## config.mk

```make
export PLATFORM = sky130hd
export DESIGN_NAME = lictl2_top
export DESIGN_NICKNAME = d
export VERILOG_FILES = /design/src/lictl2_pkg.sv /design/src/lictl2_evt_filt.sv /design/src/lictl2_reg_port.sv /design/src/lictl2_top.sv
export VERILOG_INCLUDE_DIRS = /design/src /design/src/src
export SDC_FILE = /design/constraint.sdc
export NUM_CORES = 1
export LEC_CHECK = 0
export BUFFER_PORTS_ARGS = -buffer_cell sky130_fd_sc_hd__buf_2
export CAP_MARGIN = 20
export CORE_ASPECT_RATIO = 0.7
export CORE_UTILIZATION = 40
export DETAILED_ROUTE_END_ITERATION = 6
export SLEW_MARGIN = 20
export SYNTH_ARGS = -nofsm -noshare
export SYNTH_HDL_FRONTEND = slang
export SYNTH_SLANG_ARGS = --single-unit
```

## constraint.sdc

```tcl
create_clock -name ref_clk -period 1.9 [get_ports ref_clk]
set_clock_uncertainty 0.2 [all_clocks]
set_input_delay 0.095 -clock ref_clk [delete_from_list [all_inputs] [get_ports ref_clk]]
set_output_delay 0.095 -clock ref_clk [all_outputs]
set_load 0.02 [all_outputs]
```

## src/lictl2_defs.svh

```systemverilog
// Constants for the line control two register bank: offsets, fields, resets.
// Assumes inclusion by bare name from the design and testbench files.
`ifndef LICTL2_DEFS_SVH
`define LICTL2_DEFS_SVH

// Register offsets (byte addresses on the plain register port)
`define LICTL2_OFS_CTRL2     8'h11
`define LICTL2_OFS_IRQ_STAT  8'h40
`define LICTL2_OFS_IRQ_MASK  8'h41
`define LICTL2_OFS_CTRL1     8'h42

// Field positions in line_control_two
`define LICTL2_BIT_CAL_CLR   7
`define LICTL2_BIT_MANUAL_CALIBRATION_START      6
`define LICTL2_BIT_AUTO_CALIBRATION_DISABLE      5
`define LICTL2_BIT_RT_HI     4
`define LICTL2_BIT_OPE       3
`define LICTL2_BIT_BTE       2
`define LICTL2_BIT_ROV       1
`define LICTL2_BIT_BTD       0

// Mirrored receive overload interrupt bit position
`define LICTL2_BIT_RECEIVE_OVERLOAD_IRQ_FLAG      6

// Interrupt status bit positions
`define LICTL2_IRQ_ROV       0
`define LICTL2_IRQ_BTD       1
`define LICTL2_IRQ_RECEIVE_OVERLOAD_IRQ_FLAG      2

// Reset values
`define LICTL2_RST_CTRL2     8'h00
`define LICTL2_RST_IRQ       8'h00
`define LICTL2_RST_CTRL1     8'h00

// Debounce: events must persist one cycle longer than this count
`define LICTL2_EVT_FILT      4

`endif

```

## src/lictl2_pkg.sv

```systemverilog
// Types shared by the line control two register bank.
// Assumes the defs header is on the include path.
package lictl2_pkg;

  // Register bus request
  typedef struct packed {
    logic [7:0] addr;
    logic [7:0] wdata;
    logic       wr;
    logic       rd;
  } lictl2_req_t;

  // Calibration, ring detect, overload and billing tone controls toward the analog front end
  typedef struct packed {
    logic       cal_clear;
    logic       cal_start;
    logic       auto_cal_en;
    logic [1:0] ring_thresh;
    logic       overload_protect;
    logic       billing_hold;
  } lictl2_ctl_t;

  // Ring threshold pair select
  typedef enum logic [1:0] {
    LICTL2_RT_LOW  = 2'h0,
    LICTL2_RT_RSVD = 2'h1,
    LICTL2_RT_MID  = 2'h2,
    LICTL2_RT_HIGH = 2'h3
  } lictl2_rt_t;

endpackage

```

## src/lictl2_evt_filt.sv

```systemverilog
// Event qualifier: passes a level once stable for a count of cycles.
// Assumes the input is synchronous to ref_clk.
`timescale 1ns/1ns
`default_nettype none
module lictl2_evt_filt #(
  parameter int CNT = 4
) (
  // Clock and reset
  input  wire logic ref_clk,
  input  wire logic sys_rst,
  input  wire logic clk_en,
  // Event
  input  wire logic raw,
  output logic      hit
);
  localparam int W = $clog2(CNT + 1);

  // Refuse a zero length filter
  if (CNT < 1) begin : g_chk
    $error("CNT must be at least one");
  end

  logic [W-1:0] cnt_r;  // Stable run length

  // Count consecutive high cycles, saturating
  always_ff @(posedge ref_clk or posedge sys_rst) begin
    if (sys_rst) begin
      cnt_r <= '0;
    end else if (clk_en) begin
      if (!raw) begin
        cnt_r <= '0;
      end else if (cnt_r != W'(CNT)) begin
        cnt_r <= cnt_r + 1'b1;
      end
    end
  end

  // Qualified while the run is long enough
  assign hit = raw && (cnt_r == W'(CNT));
endmodule
`default_nettype wire

```

## src/lictl2_reg_port.sv

```systemverilog
// Plain register port slave: decodes strobes, registers read data.
// Assumes one-cycle strobes from a master on ref_clk, never both at once.
`timescale 1ns/1ns
`default_nettype none
module lictl2_reg_port
  import lictl2_pkg::*;
(
  // Clock and reset
  input  wire logic        ref_clk,
  input  wire logic        sys_rst,
  input  wire logic        clk_en,
  // Bus request
  input  wire lictl2_req_t req,
  // Register read values
  input  wire logic [7:0]  ctrl2_val,
  input  wire logic [7:0]  stat_val,
  input  wire logic [7:0]  mask_val,
  input  wire logic [7:0]  ctrl1_val,
  // Decoded writes
  output logic             wr_ctrl2,
  output logic             wr_stat,
  output logic             wr_mask,
  output logic             wr_ctrl1,
  // Read data, one cycle after the strobe
  output logic [7:0]       rdata
);
`include "lictl2_defs.svh"

  logic [7:0] mux;  // Combinational read selection

  // Write decode
  assign wr_ctrl2 = req.wr && (req.addr == `LICTL2_OFS_CTRL2);
  assign wr_stat  = req.wr && (req.addr == `LICTL2_OFS_IRQ_STAT);
  assign wr_mask  = req.wr && (req.addr == `LICTL2_OFS_IRQ_MASK);
  assign wr_ctrl1 = req.wr && (req.addr == `LICTL2_OFS_CTRL1);

  // Read selection; unmapped reads as zero
  always_comb begin
    case (req.addr)
      `LICTL2_OFS_CTRL2:    mux = ctrl2_val;
      `LICTL2_OFS_IRQ_STAT: mux = stat_val;
      `LICTL2_OFS_IRQ_MASK: mux = mask_val;
      `LICTL2_OFS_CTRL1:    mux = ctrl1_val;
      default:              mux = 8'h00;
    endcase
  end

  // Read data stands only in the cycle after the strobe
  always_ff @(posedge ref_clk or posedge sys_rst) begin
    if (sys_rst) begin
      rdata <= 8'h00;
    end else if (clk_en) begin
      rdata <= req.rd ? mux : 8'h00;
    end
  end
endmodule
`default_nettype wire

```

## src/lictl2_top.sv

```systemverilog
// Line control two register bank: calibration, ring threshold, overload
// and billing tone control with sticky event flags and an interrupt.
// Assumes event inputs synchronous to ref_clk and a plain register port.
`timescale 1ns/1ns
`default_nettype none
`include "lictl2_defs.svh"
module lictl2_top
  import lictl2_pkg::*;
#(
  parameter int EVT_FILT = `LICTL2_EVT_FILT
) (
  // Clock, reset, enable
  input  wire logic        ref_clk,
  input  wire logic        sys_rst,
  input  wire logic        clk_en,
  // Register port
  input  wire logic [7:0]  reg_addr,
  input  wire logic [7:0]  reg_wdata,
  input  wire logic        reg_wr,
  input  wire logic        reg_rd,
  output logic [7:0]       reg_rdata,
  // Line side events
  input  wire logic        supply_disrupt,
  input  wire logic        rx_below_ground,
  input  wire logic        off_hook,
  // Calibration engine handshake
  input  wire logic        cal_busy,
  // Controls to front end
  output lictl2_ctl_t      ctl,
  output logic             hold_off_hook,
  output logic             receive_overload_irq_flag,
  // Interrupt
  output logic             irq
);

  // Refuse a filter length the counter cannot serve
  if (EVT_FILT < 1 || EVT_FILT > 255) begin : g_chk
    $error("EVT_FILT out of range");
  end

  // Register fields
  logic       calibration_clear_r;        // Clear request held by software
  logic       manual_calibration_start_r; // Manual start bit
  logic       auto_calibration_disable_r; // Auto calibration off
  logic       ring_threshold_high_select_r; // Second threshold bit
  logic       overload_protect_enable_r;  // Overload protection
  logic       billing_tone_enable_r;      // Ride-through enable
  logic       billing_tone_detected_r;    // Sticky detection
  logic       receive_overload_flag_r;    // Sticky overload
  logic       ring_threshold_low_select_r; // Companion bit, other register
  logic       receive_overload_irq_flag_r;                     // Mirrored interrupt flag
  logic [7:0] stat_r;                     // Interrupt status
  logic [7:0] mask_r;                     // Interrupt mask
  logic       cal_start_r;                // One-cycle start pulse

  // Decode
  lictl2_req_t req;
  logic        wr_ctrl2;
  logic        wr_stat;
  logic        wr_mask;
  logic        wr_ctrl1;
  logic        bt_hit;
  logic        rov_hit;
  logic        bt_evt;
  logic        rov_evt;
  logic [7:0]  ctrl2_val;
  logic [7:0]  ctrl1_val;

  assign req = '{addr: reg_addr, wdata: reg_wdata, wr: reg_wr, rd: reg_rd};

  // Register port
  lictl2_reg_port u_port (
    .ref_clk   (ref_clk),
    .sys_rst   (sys_rst),
    .clk_en    (clk_en),
    .req       (req),
    .ctrl2_val (ctrl2_val),
    .stat_val  (stat_r),
    .mask_val  (mask_r),
    .ctrl1_val (ctrl1_val),
    .wr_ctrl2  (wr_ctrl2),
    .wr_stat   (wr_stat),
    .wr_mask   (wr_mask),
    .wr_ctrl1  (wr_ctrl1),
    .rdata     (reg_rdata)
  );

  // Event qualifiers reject single-cycle glitches
  lictl2_evt_filt #(.CNT(EVT_FILT)) u_bt_filt (
    .ref_clk (ref_clk),
    .sys_rst (sys_rst),
    .clk_en  (clk_en),
    .raw     (supply_disrupt),
    .hit     (bt_hit)
  );

  lictl2_evt_filt #(.CNT(EVT_FILT)) u_rov_filt (
    .ref_clk (ref_clk),
    .sys_rst (sys_rst),
    .clk_en  (clk_en),
    .raw     (rx_below_ground),
    .hit     (rov_hit)
  );

  // Billing detection only counts while enabled and off-hook
  assign bt_evt  = bt_hit && billing_tone_enable_r && off_hook;
  assign rov_evt = rov_hit;

  // Read image of the control register
  assign ctrl2_val = {calibration_clear_r, manual_calibration_start_r,
                      auto_calibration_disable_r, ring_threshold_high_select_r,
                      overload_protect_enable_r, billing_tone_enable_r,
                      receive_overload_flag_r, billing_tone_detected_r};
  assign ctrl1_val = {7'h00, ring_threshold_low_select_r};

  // Plain control bits; clear bit stays until software rewrites it
  always_ff @(posedge ref_clk or posedge sys_rst) begin
    if (sys_rst) begin
      calibration_clear_r          <= 1'b0;
      auto_calibration_disable_r   <= 1'b0;
      ring_threshold_high_select_r <= 1'b0;
      overload_protect_enable_r    <= 1'b0;
      billing_tone_enable_r        <= 1'b0;
    end else if (clk_en && wr_ctrl2) begin
      calibration_clear_r          <= reg_wdata[`LICTL2_BIT_CAL_CLR];
      auto_calibration_disable_r   <= reg_wdata[`LICTL2_BIT_AUTO_CALIBRATION_DISABLE];
      ring_threshold_high_select_r <= reg_wdata[`LICTL2_BIT_RT_HI];
      overload_protect_enable_r    <= reg_wdata[`LICTL2_BIT_OPE];
      billing_tone_enable_r        <= reg_wdata[`LICTL2_BIT_BTE];
    end
  end

  // Companion threshold bit in the other control register
  always_ff @(posedge ref_clk or posedge sys_rst) begin
    if (sys_rst) begin
      ring_threshold_low_select_r <= 1'b0;
    end else if (clk_en && wr_ctrl1) begin
      ring_threshold_low_select_r <= reg_wdata[0];
    end
  end

  // Manual calibration: bit reads back set until the engine finishes
  always_ff @(posedge ref_clk or posedge sys_rst) begin
    if (sys_rst) begin
      manual_calibration_start_r <= 1'b0;
      cal_start_r                <= 1'b0;
    end else if (clk_en) begin
      cal_start_r <= wr_ctrl2 && reg_wdata[`LICTL2_BIT_MANUAL_CALIBRATION_START];
      if (wr_ctrl2) begin
        manual_calibration_start_r <= reg_wdata[`LICTL2_BIT_MANUAL_CALIBRATION_START];
      end else if (manual_calibration_start_r && !cal_start_r && !cal_busy) begin
        // Self-clears once the engine goes idle
        manual_calibration_start_r <= 1'b0;
      end
    end
  end

  // Billing detected flag: set wins over clear
  always_ff @(posedge ref_clk or posedge sys_rst) begin
    if (sys_rst) begin
      billing_tone_detected_r <= 1'b0;
    end else if (clk_en) begin
      if (bt_evt) begin
        billing_tone_detected_r <= 1'b1;
      end else if (wr_ctrl2 && !reg_wdata[`LICTL2_BIT_BTE]) begin
        billing_tone_detected_r <= 1'b0;
      end
    end
  end

  // Receive overload and mirrored interrupt flag
  always_ff @(posedge ref_clk or posedge sys_rst) begin
    if (sys_rst) begin
      receive_overload_flag_r <= 1'b0;
      receive_overload_irq_flag_r                  <= 1'b0;
    end else if (clk_en) begin
      if (rov_evt) begin
        receive_overload_flag_r <= 1'b1;
        receive_overload_irq_flag_r                  <= 1'b1;
      end else if (wr_ctrl2 && !reg_wdata[`LICTL2_BIT_ROV]) begin
        receive_overload_flag_r <= 1'b0;
        receive_overload_irq_flag_r                  <= 1'b0;
      end
    end
  end

  // Interrupt status, write one to clear, events win
  always_ff @(posedge ref_clk or posedge sys_rst) begin
    if (sys_rst) begin
      stat_r <= `LICTL2_RST_IRQ;
    end else if (clk_en) begin
      for (int i = 0; i < 8; i++) begin
        if (wr_stat && reg_wdata[i]) begin
          stat_r[i] <= 1'b0;
        end
      end
      if (rov_evt) begin
        stat_r[`LICTL2_IRQ_ROV] <= 1'b1;
      end
      if (bt_evt) begin
        stat_r[`LICTL2_IRQ_BTD] <= 1'b1;
      end
      if (rov_evt && !receive_overload_flag_r) begin
        stat_r[`LICTL2_IRQ_RECEIVE_OVERLOAD_IRQ_FLAG] <= 1'b1;
      end
    end
  end

  // Interrupt mask
  always_ff @(posedge ref_clk or posedge sys_rst) begin
    if (sys_rst) begin
      mask_r <= `LICTL2_RST_IRQ;
    end else if (clk_en && wr_mask) begin
      mask_r <= reg_wdata;
    end
  end

  // Outputs to the front end
  assign ctl.cal_clear        = calibration_clear_r;
  assign ctl.cal_start        = cal_start_r;
  assign ctl.auto_cal_en      = !auto_calibration_disable_r;
  // Reserved code 01 is passed as is; software must avoid it
  assign ctl.ring_thresh      = {ring_threshold_low_select_r,
                                 ring_threshold_high_select_r};
  assign ctl.overload_protect = overload_protect_enable_r;
  assign ctl.billing_hold     = billing_tone_enable_r;
  assign hold_off_hook        = billing_tone_enable_r && off_hook;
  assign receive_overload_irq_flag = receive_overload_irq_flag_r;
  assign irq                  = |(stat_r & mask_r);
endmodule
`default_nettype wire

```

Word-level counts from Yosys, hierarchy flattened. Cells that the tools add are included.

Bitwise gates (word level): 1. Muxes and demuxes: 18. Reduce and logical (&&, ||, !) cells: 42. Add/sub/neg operators: 2. Equal/unequal tests: 10.

Operator list (number): $pmux 8 s4 (1); $eq 8x7->1 const B (3); $logic_and 1x1->1 (21); $reduce_and 2->1 (8); $mux 1 (12); $mux 3 (4); $reduce_bool 2->1 (6); $and 3x8->8 (1); $eq 8x5->1 const B (1); $mux 8 (1); $reduce_or 8->1 (1); $add 3x1->3 const B (2); $eq 3x3->1 const B (2); $logic_not 1->1 (6); $ne 3x3->1 const B (2); $ne 2x1->1 const B (2).

Output and inout bits: 18. Register bits after elaboration: 35. Word-level logic and storage cells: 90.

Longest topological paths before layout. Gate-level depths: netlist (run 1).

Word-level depth: 6. Gate-level depth with buffers: 6.

Modules after synthesis. A second synthesis (run 1) with hierarchy kept.

Cell total of the unflattened synthesis: 168. Area total of the unflattened synthesis: 1888.1 sq um.

By module, submodules not included: lictl2_top (area each 897.1 sq um, seq. area each 525.5 sq um, times used 1, cells each 70); lictl2_reg_port (area each 608.1 sq um, seq. area each 200.2 sq um, times used 1, cells each 62); lictl2_evt_filt (area each 191.4 sq um, seq. area each 75.1 sq um, times used 2, cells each 18).

Worst setup path before layout (run 1). Ideal clock, no wire load.

Kind: in2reg. From: input port reg_addr[5]. To: register mask_r[0]. Stages on the path: 4. Library setup time: 0.125 ns. Setup slack: 0.122 ns. Buffers on the path: 1. Arrival time: 1.453 ns. Data required time: 1.575 ns. Path through: or4b_1 > buf_2 > nor3b_4 > mux2_2.

Longest elaborated chain between the ends: 3.

Ends and longest elaborated chain: start, declared (RTL line lictl2_top.sv:17) `input wire logic [7:0] reg_addr,`; $eq 8x7->1 (no line); $logic_and 1x1->1 (RTL line lictl2_reg_port.sv:34) `` assign wr_mask = req.wr && (req.addr == `LICTL2_OFS_IRQ_MASK); ``; $logic_and 1x1->1 (RTL line lictl2_top.sv:213) `end else if (clk_en && wr_mask) begin`; end signal, assigned (RTL line lictl2_top.sv:212) `` mask_r <= `LICTL2_RST_IRQ; ``; end signal, assigned (RTL line lictl2_top.sv:214) `mask_r <= reg_wdata;`; end, declared (RTL line lictl2_top.sv:53) `logic [7:0] mask_r;`.

Every way passes these cells. A chain may end at the register's enable or synchronous reset.

Worst setup path after layout (run 1).
From: input port reg_addr[5]. To: register u_port.rdata[3].

Longest elaborated chain between the ends: 3.

Ends and longest elaborated chain: $eq 8x7->1 / $eq 8x5->1 (equally long branches) (RTL line lictl2_reg_port.sv:39) `case (req.addr)`; $pmux 8 s4 * (RTL line lictl2_reg_port.sv:39); $mux 8 * (RTL line lictl2_reg_port.sv:53) `rdata <= req.rd ? mux : 8'h00;`; end signal, assigned (RTL line lictl2_reg_port.sv:53); end, declared (RTL line lictl2_reg_port.sv:25) `output logic [7:0] rdata`.

Every way passes the cells marked *; elsewhere a longest branch is shown, timed or not.

==> flow_summary.toml, run 1 <==
[power]
seqPwrFrac_pct = 50.6
irDropWorstVdd_mv = 0.598
pwr-share-comb_pct = 15.5
power_w = 0.00171
sw_frac_of_total_pct = 26.3
p_switching_w = 0.000450
p_per_area_mw_per_mm2 = 754
clkPwrFrac_pct = 33.9
internal_power_w = 0.00126
leakage_nw = 1.13

[placement]
hpwl_mm = 3.14
preCtsSetupSlack_ns = -0.137
gp_congestion = 0.813
port_buffers = 42

[worst_setup_path]
path_class = "input port to register"
end_kind = "register"
cp_top_family = "compound AO/OA/AOI/OAI gates"
critical-path-max-stage-delay_ns = 0.66
cp_cell_sequence = "buf_2 > or4b_1 > a2111oi_2 > o211ai_1 > o2bb2ai_1"
required_ns = 1.90
cp_num_buf_inv = 1
critPathArrivalTime_ns = 1.75
crit_path_max_fanout = 8
cp-start-kind = "input port"
slowest_stage = "or4b_1"

[status]
status = "finished clean"

[flow_run]
maxCapViolCount = 0

[clock_tree]
cts_tree = "yes"
cts_buffers = 5
clk_pin_slew_ns = 0.07
htreeDepth = 2
postCtsSetupBuffers = 0
cts_max_path_buffers = 2
cts.sinks = 35
clk-insertion-delay-late_ns = 0.28
cts_root_buffer = "clkbuf_8"
post_cts_resized = 0

[synthesis]
synth-edff-count = 0
yosys.area.top_type = "dfrtp_1"
synthTopCellsByArea = "dfrtp_1 (50%), mux2_2 (9.7%), o2bb2ai_1 (4.5%), a22oi_1 (3.0%), nand2_1 (3.0%)"
synth_async_sr_flop_share_pct = 100
synth_cell_types = 32
ys_seq_elements = 35
synth_warnings = 0
ys_seq_area_share_pct = 50.4
synth_nets = 182
postSynthAreaPerCell_um2 = 11.4
ys.flop_type = "dfrtp_1"
yosysMostFrequentCell = "dfrtp_1"
netlist_instances = 153
syn_area_mm2 = 0.00174
yosysTopAreaCellShare_pct = 50.4
synth_commonest_cells = "dfrtp_1 (35), mux2_2 (15), nand2_1 (14)"

[floorplan]
initial_core_util_pct = 43.0
die_x_um = 80.8
die_h_um = 57.2
core_area_mm2 = 0.00404
io_pins = 43
num_rows = 19
dieArea_mm2 = 0.00462

[min_path]
hold_path.class = "input port to register"

[timing]
finalCritPeriodShare_pct = 92.0
report.final.slew_viol_count = 0
worst_pin_slew_ns = 0.760
fin_setup_tns_ns = 0
hold_viol = 0
max_freq_ghz = 0.572
rsz0062_at_grt = "no"
fin_crit_ns = 1.75
setup_viol = 0
max_slew_margin_pct = 49.1
worst_slack_ns = 0.151

[cells_and_area]
final_layout_size_suffix_gt1_share_pct = 38.9
antenna_cells = 0
area_growth_pct = 30.6
num-nets-final = 244
post-route-util_pct = 56.2

[global_route]
grt_pass1_wl_mm = 6.95
grt_antenna_before_repair = 0
grt_overflow = 0
grt_max_degree = 36
grt_usage_pct = 20.6
grt_pass1_vias = 1416

[detailed_routing]
drtIter0Drc = 55
wirelength_mm = 4.09
first_pass_iters = 4
drc = 0
ant_nets = 0
via_per_inst = 5.25
vias = 1407
wl_per_cell_um = 15.3
-- final timing paths --
kind                                     from                         end  slack, ns  depth (start not counted)
max                               reg_addr[5]             u_port.rdata[3]       0.15                          5
min                                    clk_en         u_rov_filt.cnt_r[2]       0.01                          2
max in group asynchronous             sys_rst  manual_calibration_start_r       0.92                          4
min in group asynchronous             sys_rst                   stat_r[0]       0.25                          4
min reg2reg                   u_port.rdata[5]             u_port.rdata[5]       0.29                          1
max reg2reg                u_bt_filt.cnt_r[0]          u_bt_filt.cnt_r[0]       0.32                          6
-- power by group through the flow --
stage                     registers, W  clock network (W)  logic [W]
final                         0.000866           0.000580   0.000266
after global routing          0.000876           0.000646   0.000300
after CTS                     0.000864           0.000601   0.000270
after detailed placement      0.000878                  0   0.000249
after global placement        0.000875                  0   0.000235
after floorplan               0.000875                  0   0.000148
-- routing by layer --
layer	routed length, µm	up-vias	track usage [%]	part of all wire (%)
li1	-	684	-	-
met3	188	3	5.60	4.6
met5	0	-	0	0
met2	2020	32	33.4	49
met4	25	0	5.87	0.61
met1	1860	688	27.3	45
-- final cells by class --
type,instances,area (µm²)
Tap cell,52,65.1
Sequential cell,35,876
Clock buffer,8,100
Timing Repair Buffer,66,433
Multi-Input combinational cell,96,754
Inverter,11,41.3
Fill cell,368,1770
-- through the flow --
step | hold slack, ns | instances | cell area [µm²]
after floorplan | 0.0275 | 153 | 1740
after global placement | 0.00472 | 248 | 2050
after detailed placement | 0.0166 | 248 | 2050
after CTS | 0.000447 | 268 | 2270
after global routing | 0.0277 | 268 | 2270
final | 0.0122 | 268 | 2270
-- flip-flops by register name (all words and copies together), names as in the netlist --
register and cells:
auto_calibration_disable_r 1, billing_tone_detected_r 1, billing_tone_enable_r 1, cal_start_r 1, calibration_clear_r 1, manual_calibration_start_r 1, mask_r 8, overload_protect_enable_r 1
receive_overload_irq_flag 1, ring_threshold_high_select_r 1, ring_threshold_low_select_r 1, stat_r 3, u_bt_filt.cnt_r 3, u_port.rdata 8, u_rov_filt.cnt_r 3
-- placed cells by master, fill, tap and decap left out, drive strengths merged, types with 2 or more instances in the layout --
cell         count
a22oi            7
nand4            3
a222oi           2
dfrtp           35
and2             3
o21ai           10
nor4b            3
clkbuf           8
inv             11
dlygate4sd3     12
mux2            15
a22o             5
buf             54
nand2           14
o2bb2ai          9
ha               4
a21oi            5
nand3            5
-- logic make-up after synthesis --
group,share of synthesized area (%)
adders and majority gates,2.88
and+or+nand+nor,12.9
buffers and inverters,6.19
muxes,9.72
AOI/OAI and AO/OA,17.9
DFF,50.4
-- what timing repair did --
action | in CTS | in global routing
setup endpoints to repair | 0 | 0
endpoints found under the hold margin | 62 | 0
hold buffers | 12 | 0
Note: power is estimated with default switching activity, not from simulation.
==> run 2: changes to the inputs <==
==> constraint.sdc (replaced) <==
create_clock -name ref_clk -period 1.7 [get_ports ref_clk]
set_clock_uncertainty 0.2 [all_clocks]
set_input_delay 0.085 -clock ref_clk [delete_from_list [all_inputs] [get_ports ref_clk]]
set_output_delay 0.085 -clock ref_clk [all_outputs]
set_load 0.02 [all_outputs]
==> run 2 against run 1 <==
- non-clock buffer count up 8
- setup slack worse by 0.011 ns
- first-iteration DRC count down 42%
- sequential power up 12%
- total power up 27%
- via count up 3.1%
- critical endpoint is now irq
==> flow_summary.toml, run 2 (synthesis results as in run 1) <==
[placement]
dp.cells = 254
port_buffers = 42
hpwl_mm = 3.11
gp_congestion = 0.798
preCtsSetupSlack_ns = -0.322

[timing]
rsz0062_at_grt = "no"
max_freq_ghz = 0.641
finalCritPeriodShare_pct = 91.7
report.final.slew_viol_count = 0
max_slew_margin_pct = 70.7
fin_crit_ns = 1.56
worst_pin_slew_ns = 0.440
hold_viol = 0
fin_setup_tns_ns = 0
setup_viol = 0
worst_slack_ns = 0.140

[detailed_routing]
met3WireLength_um = 145
m1WireLength_mm = 2.00
top_layer = "met4"
vias = 1450
wl_per_cell_um = 15.3
wirelength_mm = 4.22
met2_length_mm = 2.00
first_pass_iters = 4
ant_nets = 0
drc = 0
drtIter0Drc = 32
via_per_inst = 5.25

[worst_setup_path]
rr_worst_depth = 6
r2r-end = "u_bt_filt.cnt_r[1]"
cp-start-kind = "register"
crit_end = "irq"
end_kind = "output port"
path_class = "register to output port"
r2r-start = "u_bt_filt.cnt_r[0]"
critPathArrivalTime_ns = 1.27
cp_cell_sequence = "a222oi_1 > inv_1 > buf_2"
slowest_stage = "dfrtp_1"
crit_path_start = "stat_r[2]"
required_ns = 1.41
reg2reg_slack_ns = 0.15
crit_path_max_fanout = 3
critical-path-max-stage-delay_ns = 0.41

[cells_and_area]
antenna_cells = 0
mostFrequentLayoutCells = "buf_2 (42), dfrtp_1 (35), buf_4 (19), mux2_2 (15), nand2_1 (14)"
finalNonFillerCells = 276
num-nets-final = 252
reg.largest.list = "mask_r: 8 flops, u_port.rdata: 8 flops"
final_layout_size_suffix_gt1_share_pct = 42.4
area_growth_pct = 37.4
post-route-util_pct = 59.1
final_common_cell = "buf_2"

[floorplan]
initial_core_util_pct = 43.0
core_area_mm2 = 0.00404
dieArea_mm2 = 0.00462
die_h_um = 57.2
io_pins = 43
num_rows = 19
die_x_um = 80.8

[global_route]
grt_pass1_wl_mm = 6.58
grt_max_degree = 36
grt_antenna_before_repair = 0
grt_pass1_vias = 1369
grt_usage_pct = 19.9
grt_overflow = 0

[min_path]
hold_path.class = "input port to register"

[flow_run]
maxCapViolCount = 0

[clock_tree]
cts_max_path_buffers = 2
cts_root_buffer = "clkbuf_8"
clk_pin_slew_ns = 0.07
cts_tree = "yes"
clk-insertion-delay-late_ns = 0.29
htreeDepth = 2
cts.sinks = 35
cts_buffers = 5

[power]
clkPwrFrac_pct = 41.0
irDropWorstVdd_mv = 0.783
pwr-share-comb_pct = 14.3
leakage_nw = 1.18
seqPwrFrac_pct = 44.7
p_per_area_mw_per_mm2 = 910
internal_power_w = 0.00163
sw_frac_of_total_pct = 24.8
p_switching_w = 0.000539

[status]
status = "finished clean"
[run 2: metal layers]
| metal | vias up | GRT usage [%] |
|---|---|---|
| li1 | 701 | - |
| met1 | 717 | 26.7 |
| met2 | 25 | 31.1 |
| met3 | 7 | 4.80 |
| met4 | 0 | 8.42 |
| met5 | - | 0 |
[run 2: power groups by stage]
stage	Combinational [W]	Clock, W	Sequential, W
CTS	0.000309	0.000908	0.000968
detailed placement	0.000285	0	0.000983
global placement	0.000270	0	0.000979
floorplan	0.000165	0	0.000977
finish	0.000310	0.000892	0.000971
global route	0.000346	0.000938	0.000977
[run 2: worst max-delay path, delay by kind of cell, from the launching register on]
family | cells | cell delay (ns)
AOI/OAI and AO/OA | 1 | 0.32
DFF | 1 | 0.41
buffers and inverters | 2 | 0.26
[run 2: worst min-delay path by stage]
| stage | startpoint | to | slack (ns) | cells past startpoint |
|---|---|---|---|---|
| after floorplan | supply_disrupt | u_bt_filt.cnt_r[1] | 0.02 | 1 |
| after global placement | sys_rst | billing_tone_enable_r | -0.007 | 3 |
| after detailed placement | sys_rst | billing_tone_enable_r | 0.004 | 3 |
| after CTS | clk_en | u_rov_filt.cnt_r[2] | 0.005 | 3 |
| after global routing | reg_wr | ring_threshold_low_select_r | 0.02 | 3 |
| final | clk_en | u_rov_filt.cnt_r[2] | 0.01 | 3 |
[run 2: final cells by class]
class                           count  area [µm²]
Clock buffer                        5        68.8
Clock inverter                      3        67.6
Fill cell                         360        1650
Inverter                           11        41.3
Multi-Input combinational cell     96         776
Sequential cell                    35         876
Tap cell                           52        65.1
Timing Repair Buffer               74         493
[run 2: repair_timing]
action / in CTS / in global routing
hold endpoints to repair: 62 / 0
setup buffers: 2 / 0
hold buffers: 12 / 0
gates resized for setup: 0 / 3
setup endpoints to repair: 6 / 9
pin swaps: 1 / 0
[run 2: stage by stage]
stage / hold WS, ns / area [µm²] / total power (W)
2_1_floorplan: 0.0175 / 1740 / 0.00114
3_3_place_gp: -0.00683 / 2090 / 0.00125
3_5_place_dp: 0.00359 / 2090 / 0.00127
4_1_cts: 0.00454 / 2370 / 0.00219
5_1_grt: 0.0218 / 2390 / 0.00226
6_report: 0.0103 / 2390 / 0.00217
